===== src/inc/isfl_pkg.sv =====
// Summary of operation
// - ext line flag sets on the edge type its edge field selects
// - ext request vectors only with global and line enables set
// - edge field: off, rising, falling or both edges
// - pin is ext input only if enabled, share-selected and direction input
// - pull-up selection stays in effect in ext input use
// - no vector call while the return stack is full
// - servicing ext line clears its flag and global enable
// - comparator flag sets on every change of its output
// - servicing comparator clears its flag and global enable
// - conversion end sets done flag; vectors with global and own enable
// - servicing conversion done clears its flag and global enable
// - group flag sets when any included source flag becomes set
// - group service clears group flag and global enable; sources stay
// - each timer has p and a match flags with own enables
// - timer request needs global, timer and group enables
// - low supply sets low-voltage flag feeding its group
// - eeprom cycle end sets nvm done flag feeding its group
// - global enable low blocks vectors, flags still recorded
// - each source has a fixed vector address in priority order
// - any set request flag raises wake
package isfl_pkg;
  localparam int ADDR_W = 8;
  localparam int N_VEC  = 10;
  localparam int N_SRC  = 7;
  localparam int N_EXT  = 4;

  localparam logic [ADDR_W-1:0] CTRL_OFS = 8'h00;
  localparam logic [ADDR_W-1:0] EDGE_OFS = 8'h04;
  localparam logic [ADDR_W-1:0] SREN_OFS = 8'h08;
  localparam logic [ADDR_W-1:0] FLAG_OFS = 8'h0c;
  localparam logic [ADDR_W-1:0] SRFL_OFS = 8'h10;
  localparam logic [ADDR_W-1:0] STAT_OFS = 8'h14;

  localparam logic [N_VEC:0]  CTRL_RST = 11'h000;
  localparam logic [15:0]     EDGE_RST = 16'h0000;
  localparam logic [N_SRC-1:0] SREN_RST = 7'h00;
  localparam logic [N_VEC-1:0] FLAG_RST = 10'h000;
  localparam logic [N_SRC-1:0] SRFL_RST = 7'h00;

  // vector slots, highest priority first
  localparam int V_EXT0 = 0;
  localparam int V_EXT1 = 1;
  localparam int V_CMPA = 2;
  localparam int V_CMPB = 3;
  localparam int V_MF0  = 4;
  localparam int V_MF1  = 5;
  localparam int V_CONV = 6;
  localparam int V_MF2  = 7;
  localparam int V_EXT2 = 8;
  localparam int V_EXT3 = 9;
  localparam logic [N_VEC-1:0][7:0] VEC_ADDR = {
    8'h34, 8'h30, 8'h20, 8'h1c, 8'h18, 8'h14, 8'h10, 8'h0c, 8'h08, 8'h04};

  // source flag bits
  localparam int S_STP = 0;
  localparam int S_STA = 1;
  localparam int S_PTP = 2;
  localparam int S_PTA = 3;
  localparam int S_LV  = 4;
  localparam int S_NVM = 5;
  localparam int S_SIF = 6;

  localparam logic [1:0] RESP_OKAY   = 2'b00;
  localparam logic [1:0] RESP_SLVERR = 2'b10;

  typedef enum logic [1:0] {
    ISFL_EDGE_OFF  = 2'b00,
    ISFL_EDGE_RISE = 2'b01,
    ISFL_EDGE_FALL = 2'b10,
    ISFL_EDGE_BOTH = 2'b11
  } isfl_edge_e;

  typedef struct packed {
    logic              awvalid;
    logic [ADDR_W-1:0] awaddr;
    logic              wvalid;
    logic [31:0]       wdata;
    logic [3:0]        wstrb;
    logic              bready;
    logic              arvalid;
    logic [ADDR_W-1:0] araddr;
    logic              rready;
  } isfl_axi_req_s;

  typedef struct packed {
    logic        awready;
    logic        wready;
    logic        bvalid;
    logic [1:0]  bresp;
    logic        arready;
    logic        rvalid;
    logic [31:0] rdata;
    logic [1:0]  rresp;
  } isfl_axi_rsp_s;
endpackage : isfl_pkg


===== src/rtl/isfl_core.sv =====
// Added by the designer: register access over AXI4-Lite and the register addresses.
`timescale 1ns/1ps
module isfl_core (
  input  wire logic                   ref_clk,
  input  wire logic                   reset_n,
  input  wire isfl_pkg::isfl_axi_req_s axi_req,
  output isfl_pkg::isfl_axi_rsp_s     axi_rsp,
  input  wire logic [3:0]             ext_irq_pin,
  input  wire logic [3:0]             port_is_input,
  output logic [3:0]                  pull_up_on,
  input  wire logic [1:0]             cmp_out,
  input  wire logic                   conv_end,
  input  wire logic                   std_timer_p_hit,
  input  wire logic                   std_timer_a_hit,
  input  wire logic                   per_timer_p_hit,
  input  wire logic                   per_timer_a_hit,
  input  wire logic                   low_volt_detected,
  input  wire logic                   nvm_cycle_end,
  input  wire logic                   sif_request,
  input  wire logic                   stack_full,
  input  wire logic                   vec_ack,
  input  wire logic                   reti_done,
  output logic                        vec_req,
  output logic [7:0]                  vec_addr,
  output logic                        wake_req
);

  localparam int NV = isfl_pkg::N_VEC;
  localparam int NS = isfl_pkg::N_SRC;
  localparam int ADDR_W_L = isfl_pkg::ADDR_W;

  function automatic logic [3:0] first_set(input logic [NV-1:0] v);
    logic [3:0] r;
    r = 4'hf;
    for (int i = NV - 1; i >= 0; i--) begin
      if (v[i]) begin
        r = 4'(i);
      end
    end
    return r;
  endfunction : first_set

  function automatic logic [31:0] merge(input logic [31:0] o, input logic [31:0] n,
                                        input logic [3:0] s);
    logic [31:0] r;
    r = o;
    for (int b = 0; b < 4; b++) begin
      if (s[b]) begin
        r[b*8 +: 8] = n[b*8 +: 8];
      end
    end
    return r;
  endfunction : merge

  // control and flag registers
  logic             gie_reg;
  logic [NV-1:0]    en_reg;
  logic [15:0]      edge_reg;
  logic [NS-1:0]    sren_reg;
  logic [NV-1:0]    flag_reg;
  logic [NS-1:0]    srfl_reg;
  logic             gie_next;
  logic [NV-1:0]    en_next;
  logic [15:0]      edge_next;
  logic [NS-1:0]    sren_next;
  logic [NV-1:0]    flag_next;
  logic [NS-1:0]    srfl_next;

  // synchronisers and edge history
  logic [3:0] pin_s1_reg;
  logic [3:0] pin_s2_reg;
  logic [3:0] pin_old_reg;
  logic [1:0] cmp_s1_reg;
  logic [1:0] cmp_s2_reg;
  logic [1:0] cmp_old_reg;

  // vector output state
  logic       vreq_reg;
  logic [7:0] vaddr_reg;
  logic [3:0] vidx_reg;

  // bus state
  logic              aw_hold_reg;
  logic [ADDR_W_L-1:0] aw_addr_reg;
  logic              w_hold_reg;
  logic [31:0]       w_data_reg;
  logic [3:0]        w_strb_reg;
  logic              bvalid_reg;
  logic [1:0]        bresp_reg;
  logic              rvalid_reg;
  logic [31:0]       rdata_reg;
  logic [1:0]        rresp_reg;

  always_ff @(posedge ref_clk or negedge reset_n) begin
    if (!reset_n) begin
      pin_s1_reg  <= 4'h0;
      pin_s2_reg  <= 4'h0;
      pin_old_reg <= 4'h0;
      cmp_s1_reg  <= 2'h0;
      cmp_s2_reg  <= 2'h0;
      cmp_old_reg <= 2'h0;
    end else begin
      pin_s1_reg  <= ext_irq_pin;
      pin_s2_reg  <= pin_s1_reg;
      pin_old_reg <= pin_s2_reg;
      cmp_s1_reg  <= cmp_out;
      cmp_s2_reg  <= cmp_s1_reg;
      cmp_old_reg <= cmp_s2_reg;
    end
  end

  // external edge qualification
  wire [3:0] pin_rise  = pin_s2_reg & ~pin_old_reg;
  wire [3:0] pin_fall  = ~pin_s2_reg & pin_old_reg;
  wire [3:0] share_sel = edge_reg[11:8];
  wire [3:0] ext_en    = {en_reg[isfl_pkg::V_EXT3], en_reg[isfl_pkg::V_EXT2],
                          en_reg[isfl_pkg::V_EXT1], en_reg[isfl_pkg::V_EXT0]};
  wire [3:0] pin_live  = ext_en & share_sel & port_is_input;
  logic [3:0] ext_hit;

  always_comb begin
    ext_hit = 4'h0;
    for (int i = 0; i < 4; i++) begin
      case (isfl_pkg::isfl_edge_e'(edge_reg[i*2 +: 2]))
        isfl_pkg::ISFL_EDGE_RISE: ext_hit[i] = pin_rise[i];
        isfl_pkg::ISFL_EDGE_FALL: ext_hit[i] = pin_fall[i];
        isfl_pkg::ISFL_EDGE_BOTH: ext_hit[i] = pin_rise[i] | pin_fall[i];
        default:                  ext_hit[i] = 1'b0;
      endcase
    end
  end

  wire [3:0] ext_set = ext_hit & pin_live;
  wire [1:0] cmp_set = cmp_s2_reg ^ cmp_old_reg;

  // source flags and group feed
  wire [NS-1:0] src_in = {sif_request, nvm_cycle_end, low_volt_detected,
                          per_timer_a_hit, per_timer_p_hit, std_timer_a_hit, std_timer_p_hit};
  wire [NS-1:0] src_rise = src_in & ~srfl_reg & sren_reg;
  wire grp0_set = |src_rise[isfl_pkg::S_PTA:isfl_pkg::S_STP];
  wire grp1_set = src_rise[isfl_pkg::S_LV] | src_rise[isfl_pkg::S_NVM];
  wire grp2_set = src_rise[isfl_pkg::S_SIF];

  logic [NV-1:0] hw_set;
  always_comb begin
    hw_set = '0;
    hw_set[isfl_pkg::V_EXT0] = ext_set[0];
    hw_set[isfl_pkg::V_EXT1] = ext_set[1];
    hw_set[isfl_pkg::V_EXT2] = ext_set[2];
    hw_set[isfl_pkg::V_EXT3] = ext_set[3];
    hw_set[isfl_pkg::V_CMPA] = cmp_set[0];
    hw_set[isfl_pkg::V_CMPB] = cmp_set[1];
    hw_set[isfl_pkg::V_CONV] = conv_end;
    hw_set[isfl_pkg::V_MF0]  = grp0_set;
    hw_set[isfl_pkg::V_MF1]  = grp1_set;
    hw_set[isfl_pkg::V_MF2]  = grp2_set;
  end

  // vector selection
  wire [NV-1:0] armed    = flag_reg & en_reg;
  wire [3:0]    pick     = first_set(armed);
  wire          can_call = gie_reg & ~stack_full & (|armed);
  wire          ack_take = vreq_reg & vec_ack;
  wire [NV-1:0] svc_clr  = ack_take ? (NV'(1) << vidx_reg) : '0;

  // bus decode
  wire          wr_go   = aw_hold_reg & w_hold_reg & ~bvalid_reg;
  wire          rd_take = axi_req.arvalid & ~rvalid_reg;
  wire [ADDR_W_L-1:0] wa = {aw_addr_reg[ADDR_W_L-1:2], 2'b00};
  wire [ADDR_W_L-1:0] ra = {axi_req.araddr[ADDR_W_L-1:2], 2'b00};
  wire wr_ctrl = wr_go & (wa == isfl_pkg::CTRL_OFS);
  wire wr_edge = wr_go & (wa == isfl_pkg::EDGE_OFS);
  wire wr_sren = wr_go & (wa == isfl_pkg::SREN_OFS);
  wire wr_flag = wr_go & (wa == isfl_pkg::FLAG_OFS);
  wire wr_srfl = wr_go & (wa == isfl_pkg::SRFL_OFS);
  wire wr_map  = wr_ctrl | wr_edge | wr_sren | wr_flag | wr_srfl | (wa == isfl_pkg::STAT_OFS);
  wire [31:0] wmask = merge(32'h0, 32'hffffffff, w_strb_reg);
  wire [31:0] w1c   = w_data_reg & wmask;

  wire [31:0] ctrl_new = merge({21'h0, en_reg, gie_reg}, w_data_reg, w_strb_reg);
  wire [31:0] edge_new = merge({16'h0, edge_reg}, w_data_reg, w_strb_reg);
  wire [31:0] sren_new = merge({25'h0, sren_reg}, w_data_reg, w_strb_reg);

  logic [31:0] rd_val;
  logic        rd_ok;
  always_comb begin
    rd_ok = 1'b1;
    if (ra == isfl_pkg::CTRL_OFS) begin
      rd_val = {21'h0, en_reg, gie_reg};
    end else if (ra == isfl_pkg::EDGE_OFS) begin
      rd_val = {16'h0, edge_reg};
    end else if (ra == isfl_pkg::SREN_OFS) begin
      rd_val = {25'h0, sren_reg};
    end else if (ra == isfl_pkg::FLAG_OFS) begin
      rd_val = {22'h0, flag_reg};
    end else if (ra == isfl_pkg::SRFL_OFS) begin
      rd_val = {25'h0, srfl_reg};
    end else if (ra == isfl_pkg::STAT_OFS) begin
      rd_val = {23'h0, vreq_reg, vaddr_reg};
    end else begin
      rd_val = 32'h0;
      rd_ok  = 1'b0;
    end
  end

  // next state of control and flags
  always_comb begin
    gie_next  = gie_reg;
    en_next   = en_reg;
    edge_next = edge_reg;
    sren_next = sren_reg;
    if (wr_ctrl) begin
      gie_next = ctrl_new[0];
      en_next  = ctrl_new[NV:1];
    end
    if (reti_done) begin
      gie_next = 1'b1;
    end
    if (ack_take) begin
      gie_next = 1'b0;
    end
    if (wr_edge) begin
      edge_next = edge_new[15:0];
    end
    if (wr_sren) begin
      sren_next = sren_new[NS-1:0];
    end
    flag_next = (flag_reg & ~svc_clr & ~(wr_flag ? w1c[NV-1:0] : '0)) | hw_set;
    srfl_next = (srfl_reg & ~(wr_srfl ? w1c[NS-1:0] : '0)) | (src_in & sren_reg);
  end

  always_ff @(posedge ref_clk or negedge reset_n) begin
    if (!reset_n) begin
      {en_reg, gie_reg} <= isfl_pkg::CTRL_RST;
      edge_reg          <= isfl_pkg::EDGE_RST;
      sren_reg          <= isfl_pkg::SREN_RST;
      flag_reg          <= isfl_pkg::FLAG_RST;
      srfl_reg          <= isfl_pkg::SRFL_RST;
    end else begin
      gie_reg  <= gie_next;
      en_reg   <= en_next;
      edge_reg <= edge_next;
      sren_reg <= sren_next;
      flag_reg <= flag_next;
      srfl_reg <= srfl_next;
    end
  end

  always_ff @(posedge ref_clk or negedge reset_n) begin
    if (!reset_n) begin
      vreq_reg  <= 1'b0;
      vaddr_reg <= 8'h00;
      vidx_reg  <= 4'h0;
    end else begin
      vreq_reg  <= can_call & ~ack_take;
      vaddr_reg <= (can_call & ~ack_take) ? isfl_pkg::VEC_ADDR[pick] : 8'h00;
      vidx_reg  <= pick;
    end
  end

  // write channel
  always_ff @(posedge ref_clk or negedge reset_n) begin
    if (!reset_n) begin
      aw_hold_reg <= 1'b0;
      aw_addr_reg <= '0;
      w_hold_reg  <= 1'b0;
      w_data_reg  <= 32'h0;
      w_strb_reg  <= 4'h0;
    end else begin
      if (axi_req.awvalid & ~aw_hold_reg) begin
        aw_hold_reg <= 1'b1;
        aw_addr_reg <= axi_req.awaddr;
      end else if (wr_go) begin
        aw_hold_reg <= 1'b0;
      end
      if (axi_req.wvalid & ~w_hold_reg) begin
        w_hold_reg <= 1'b1;
        w_data_reg <= axi_req.wdata;
        w_strb_reg <= axi_req.wstrb;
      end else if (wr_go) begin
        w_hold_reg <= 1'b0;
      end
    end
  end

  always_ff @(posedge ref_clk or negedge reset_n) begin
    if (!reset_n) begin
      bvalid_reg <= 1'b0;
      bresp_reg  <= isfl_pkg::RESP_OKAY;
    end else if (wr_go) begin
      bvalid_reg <= 1'b1;
      bresp_reg  <= wr_map ? isfl_pkg::RESP_OKAY : isfl_pkg::RESP_SLVERR;
    end else if (axi_req.bready) begin
      bvalid_reg <= 1'b0;
    end
  end

  // read channel
  always_ff @(posedge ref_clk or negedge reset_n) begin
    if (!reset_n) begin
      rvalid_reg <= 1'b0;
      rdata_reg  <= 32'h0;
      rresp_reg  <= isfl_pkg::RESP_OKAY;
    end else if (rd_take) begin
      rvalid_reg <= 1'b1;
      rdata_reg  <= rd_val;
      rresp_reg  <= rd_ok ? isfl_pkg::RESP_OKAY : isfl_pkg::RESP_SLVERR;
    end else if (axi_req.rready) begin
      rvalid_reg <= 1'b0;
    end
  end

  assign axi_rsp.awready = ~aw_hold_reg;
  assign axi_rsp.wready  = ~w_hold_reg;
  assign axi_rsp.bvalid  = bvalid_reg;
  assign axi_rsp.bresp   = bresp_reg;
  assign axi_rsp.arready = ~rvalid_reg;
  assign axi_rsp.rvalid  = rvalid_reg;
  assign axi_rsp.rdata   = rdata_reg;
  assign axi_rsp.rresp   = rresp_reg;

  assign pull_up_on = edge_reg[15:12];
  assign vec_req    = vreq_reg;
  assign vec_addr   = vaddr_reg;
  assign wake_req   = (|flag_reg) | (|srfl_reg);

endmodule : isfl_core


===== config.mk =====
export PLATFORM = sky130hd
export DESIGN_NAME = isfl_core
export DESIGN_NICKNAME = d
export VERILOG_FILES = /design/src/inc/isfl_pkg.sv /design/src/rtl/isfl_core.sv
export SDC_FILE = /design/constraint.sdc
export NUM_CORES = 1
export LEC_CHECK = 0
export BUFFER_PORTS_ARGS = -buffer_cell sky130_fd_sc_hd__clkbuf_2
export CAP_MARGIN = 20
export CORE_MARGIN = 2
export CORE_UTILIZATION = 40
export CTS_CLUSTER_DIAMETER = 80
export CTS_CLUSTER_SIZE = 28
export DETAILED_ROUTE_END_ITERATION = 16
export PLACE_DENSITY = 0.75
export SLEW_MARGIN = 20
export SYNTH_ARGS = -nofsm -noshare
export SYNTH_HDL_FRONTEND = slang
export SYNTH_SLANG_ARGS = --single-unit

===== constraint.sdc =====
create_clock -name ref_clk -period 1.9 [get_ports ref_clk]
set_input_delay 0.19 -clock ref_clk [delete_from_list [all_inputs] [get_ports ref_clk]]
set_output_delay 0.19 -clock ref_clk [all_outputs]
set_load 0.01 [all_outputs]

# Word-level counts from Yosys, hierarchy flattened
# Memories as Yosys holds them, arrays and structs flattened.
# Cells that the tools add are included.
# totals
latchBits	0
out_inout_bits	55
wordCells	169
mem_bits_rw	0
reg_bits	150
mem_count	1
rom_bits	128
# classes
n_shift	1
multipliers	0
n_lt_le_gt_ge	1
n_bitwise	53
muxes	46
div_mod_pow	0
addsub	0
eq_ne	22
n_reduce_logical	18
# memory_table
name	depth	word_bits	read_ports	rd_ports_with_merged_regs	wr	line_no	rtl
(no name shown)	16	8	1	0	0	isfl_core.sv:256	vaddr_reg <= (can_call & ~ack_take) ? isfl_pkg::VEC_ADDR[pick] : 8'h00;
# op_table
op	n
AND 10 bit	4
two-way mux 10 bit	4
two-way mux 4 bit	9
two-way mux 16 bit	2
AND 7 bit	4
== test 6 x 2 -> 1 bit (second input constant)	4
== test 6 x 3 -> 1 bit (second input constant)	4
two-way mux 8 bit	3
AND 4 bit	5
inverter 10 bit	2
OR reduction 10 bit	2
two-way mux 9 bit	2
two-way mux 1 bit	17
== test 2 bit (second input constant)	8
logical NOT 8 bit	2
AND 1 bit	14
inverter 7 bit	2
== test 6 x 1 -> 1 bit (second input constant)	2
case mux 1 bit (3 select lines)	4
AND reduction 2 bit	6
bitwise OR 1 bit	11
bitwise OR 10 bit	1
<< shifter 1 x 4 -> 10 bit (first input constant)	1
== test 2 x 1 -> 1 bit (second input constant)	4
other kinds (12)	24

# Depth between registers and ports, before layout
# logic_depth
depth_word	14
ltp_mapped	8

# Least setup slack after synthesis
# OpenSTA, ideal clock, no wires.
# synth_timing
path_type	reg2reg
startpoint	register bvalid_reg
endpoint	register en_reg[0]
stages_incl_launch_ff	6
path_slack_ns	0.125
t_arrival_ns	1.650
setup_time_ns	0.125
required_ns	1.775
cell_sequence	dfrtp_1 -> and3b_4 -> nand3_4 -> or4_1 -> buf_6 -> mux2_4
# synth_via
elab_chain_cells	4
# synth_lines
element	line_no	rtl
from (decl)	isfl_core.sv:88	logic bvalid_reg;
from (signal assigned)	isfl_core.sv:288	bvalid_reg <= 1'b0;
from (signal assigned)	isfl_core.sv:291	bvalid_reg <= 1'b1;
from (signal assigned)	isfl_core.sv:294	bvalid_reg <= 1'b0;
inverter 1 bit	isfl_core.sv:167	wire wr_go = aw_hold_reg & w_hold_reg & ~bvalid_reg;
AND 1 bit	isfl_core.sv:167	
AND 1 bit	isfl_core.sv:171	wire wr_ctrl = wr_go & (wa == isfl_pkg::CTRL_OFS);
AND reduction 2 bit (no source line)	--	
to (signal assigned)	isfl_core.sv:234	{en_reg, gie_reg} <= isfl_pkg::CTRL_RST;
to (signal assigned)	isfl_core.sv:241	en_reg <= en_next;
to (decl)	isfl_core.sv:57	logic [NV-1:0] en_reg;
# No other way between the ends.
# A chain may end at the register's enable or synchronous reset.

# Final worst setup path
# layout_timing
startpoint	register srfl_reg[2]
endpoint	output wake_req
# layout_via
elab_chain_cells	2
# layout_lines
element	line_no	rtl
from (decl)	isfl_core.sv:61	logic [NS-1:0] srfl_reg;
from (signal assigned)	isfl_core.sv:238	srfl_reg <= isfl_pkg::SRFL_RST;
from (signal assigned)	isfl_core.sv:245	srfl_reg <= srfl_next;
OR reduction 7 bit	isfl_core.sv:325	assign wake_req = (|flag_reg) | (|srfl_reg);
bitwise OR 1 bit	isfl_core.sv:325	
to (decl)	isfl_core.sv:25	output logic wake_req
# No other way between the ends.

==> metrics.md <==
| Metric | Value |
|---|---|
| WL final | `14800 um` |
| Row count | `44` |
| WL/cell | `17.5 um` |
| Post-synthesis sequential area ratio | `52.7%` |
| Initial antenna violation count | `0` |
| Final min period | `2.11 ns` |
| Largest family of logic cells by synthesized area | `multiplexers` |
| Layout Nets | `744` |
| DR vias/cell | `5.36` |
| M1 WL | `6230 um` |
| Final Util | `51.8%` |
| Max Clock Freq | `475 MHz` |
| Area growth syn-to-layout | `27.4%` |
| Antenna-violating nets left | `0` |
| Final slew viol count | `0` |
| Most common cell after layout, fill and taps aside | `dfrtp_1` |
| Hold WC Path Type | `in -> reg` |
| Max Clock Skew | `0.00777 ns` |
| H-tree Lvls | `4` |
| Diodes inserted | `0` |
| Measured slew at the worst slew-check pin | `0.636 ns` |
| Sw Share | `32.5%` |
| Clk_lat worst skew | `0.41 ns` |
| DR iter-0 viols | `314` |
| Static leakage | `3.54 nW` |
| Unrepaired setup endpoints after global routing | `yes` |
| First-pass GRT wire length | `23900 um` |
| DR pass1 iterations | `5` |
| Most frequent cells in the layout | `dfrtp_1, clkbuf_2, nand2_1` |
| Sequential Power Share | `44.0%` |
| Fin crit share | `111%` |
| Yosys cell types | `63` |
| Adder-Cell Fraction of Synth Area | `1.91%` |
| Multi-input logic area | `2520 um2` |
| Final worst slack | `-0.207 ns` |
| Gpl congestion | `0.898` |
| Dpl ws | `-0.0239 ns` |
| All-Layer GR Usage | `19.5%` |
| Final Setup Violations | `1` |
| Final Hold Viols | `0` |
| Peak VDD IR | `0.757 mV` |
| Clock Path Buffers | `2` |
| Cell count after synthesis | `507` |
| Drt drc | `0` |
| Area of placed instances | `6650 um2` |
| Sw power | `3.22 mW` |
| Port Buffer Count | `90` |
| Core Region | `14500 um2` |
| Pint | `6.69 mW` |
| Proportion of synthesized area in mux cells | `13.4%` |
| Failing checks | `negative setup slack` |
| Synth Flop Type | `dfrtp_1` |
| Max-cap violations | `0` |
| Slew headroom | `57.6%` |
| Synthesized area | `5890 um2` |
| Routed length on met2 | `7320 um` |
| Combinational group share of total power | `25.8%` |
| Number of global-route vias before repair | `4660` |
| DR top layer | `met4` |
| Filler Cell Count | `1271` |
| Synthesis Warnings | `0` |
| Die width | `125 um` |
| Synth Area in Compound Gates | `12.4%` |
| Avg Cell Area, Syn | `11.6 um2` |
| WS Path Type | `reg -> out` |
| Total congestion overflow | `0` |
| P per Cell Area | `1320 nW/um2` |
| Run status | `finished with violations` |
| Seq cells post-synth | `124` |
| EDFF count, synth | `0` |
| Worst-path clk slew | `0.05 ns` |
| CTS tree | `yes` |
| Critical path required time | `1.71 ns` |
| Met3 Wirelength | `1020 um` |
| Startpoint Class | `register` |
| Post-synthesis xor/xnor area fraction | `0.446%` |
| Detailed Place HPWL | `11200 um` |
| Seq. cell area | `3100 um2` |
| Vias post-DR | `4559` |
| Die ar. | `15700 um2` |
| Post-route design area | `7500 um2` |
| Crit-path max FO | `2` |
| Die Span Y | `125 um` |
| Initial core utilization | `40.7%` |
| Post-Synth Simple-Gate Area | `12.9%` |
| Clock root cell | `clkbuf_16` |
| # IOs | `135` |
| Clock Sinks | `124` |
| CP Data Arrival Time | `1.92 ns` |
| TritonCTS Buffers | `17` |
| Clk pwr share | `30.3%` |
| Crit path capture type | `output pin` |
| Asr flop ratio synth | `100%` |
| Layout cell share with drive strength beyond 1 | `35.1%` |
| Largest net degree at the start of global routing | `48` |
layer usage:
| metal | global-route usage [%] | vias to the layer above |
|---|---|---|
| met2 | 31.9 | 193 |
| met4 | 7.39 | 0 |
| met1 | 24.8 | 2257 |
| met3 | 5.35 | 27 |
| li1 | - | 2082 |
| met5 | 0 | - |
through the flow:
step	TNS, ns	hold slack (ns)	power, mW	std cells
final	-0.207	0.0152	9.91	850
after CTS	-0.231	0.00170	9.94	847
after global routing	-0.384	0.00135	10.5	850
after detailed placement	-0.140	0.254	6.83	792
after global placement	0	0.239	6.70	792
after floorplan	0	-0.106	5.79	528
worst max-delay path: stages, from the launching register on:
cell	delay, ns
dfrtp_1	0.39
nor4_2	0.26
buf_4	0.15
nand4_1	0.10
or4_4	0.45
clkbuf_2	0.15
power by group through the flow:
stage	sequential, mW	combinational [mW]	clock [mW]
floorplan	4.09	1.70	0
global placement	4.32	2.38	0
detailed placement	4.37	2.47	0
CTS	4.33	2.54	3.07
global route	4.46	2.80	3.20
finish	4.36	2.55	3.00
cells in the mapped netlist, types with 3 or more instances:
cell	count	area share (%)
a21oi_1	11	0.93
a221o_1	4	0.68
a221oi_1	5	0.74
a22o_1	16	2.4
a31oi_1	4	0.42
a41o_1	3	0.51
buf_2	6	0.51
buf_4	28	3.6
clkbuf_1	7	0.45
dfrtp_1	124	53
ha_1	9	1.9
inv_1	22	1.4
mux2_2	50	9.6
mux2_4	7	1.8
mux2i_1	12	2.0
nand2_1	55	3.5
nand2b_1	3	0.32
nand3_1	4	0.34
nand3b_1	3	0.38
nor2_1	19	1.2
nor2b_1	9	0.96
nor3_1	5	0.42
nor4_1	4	0.42
nor4_4	4	1.4
o211ai_1	5	0.64
o21ai_0	31	2.6
o22ai_1	5	0.53
o31ai_1	3	0.38
o41ai_1	3	0.45
xnor2_1	3	0.45
what timing repair did:
| item | in CTS | in global routing |
|---|---|---|
| buffers inserted | 1 | 2 |
| pin swaps | 1 | 0 |
| setup endpoints to repair | 9 | 9 |
| hold buffers | 24 | 0 |
| cloned | 0 | 1 |
| resized for setup | 3 | 6 |
| hold endpoints to repair | 66 | 0 |
path summary, 6_finish.rpt:
kind	start	endpoint	slack, ns	cells after the start
setup / recovery	srfl_reg[2]	wake_req	-0.21	5
hold / removal	axi_req[17]	w_data_reg[2]	0.02	2
setup reg to reg	bvalid_reg	en_reg[3]	0.02	5
hold reg to reg	pin_s1_reg[1]	pin_s2_reg[1]	0.34	0
max in group asynchronous	reset_n	rvalid_reg	0.90	3
min in group asynchronous	reset_n	aw_addr_reg[6]	0.35	2
cells by family (layout without fill, tap and decap cells):
logic type	count (synthesis)	in the layout
fa+ha+maj	9	9
mux	69	69
other cells	1	22
xor+xnor	3	3
compound gates	104	104
simple gates	131	131
flops	124	124
buf+inv	66	204
cell type report:
type | count | area share (%)
clock buffer | 23 | 6.50
clock inverter | 7 | 0.867
inverter | 22 | 1.10
multi-input combinational | 338 | 33.6
sequential | 124 | 41.4
tap | 184 | 3.07
timing repair buffer | 152 | 13.5
Power figures use the tool's default switching activity.
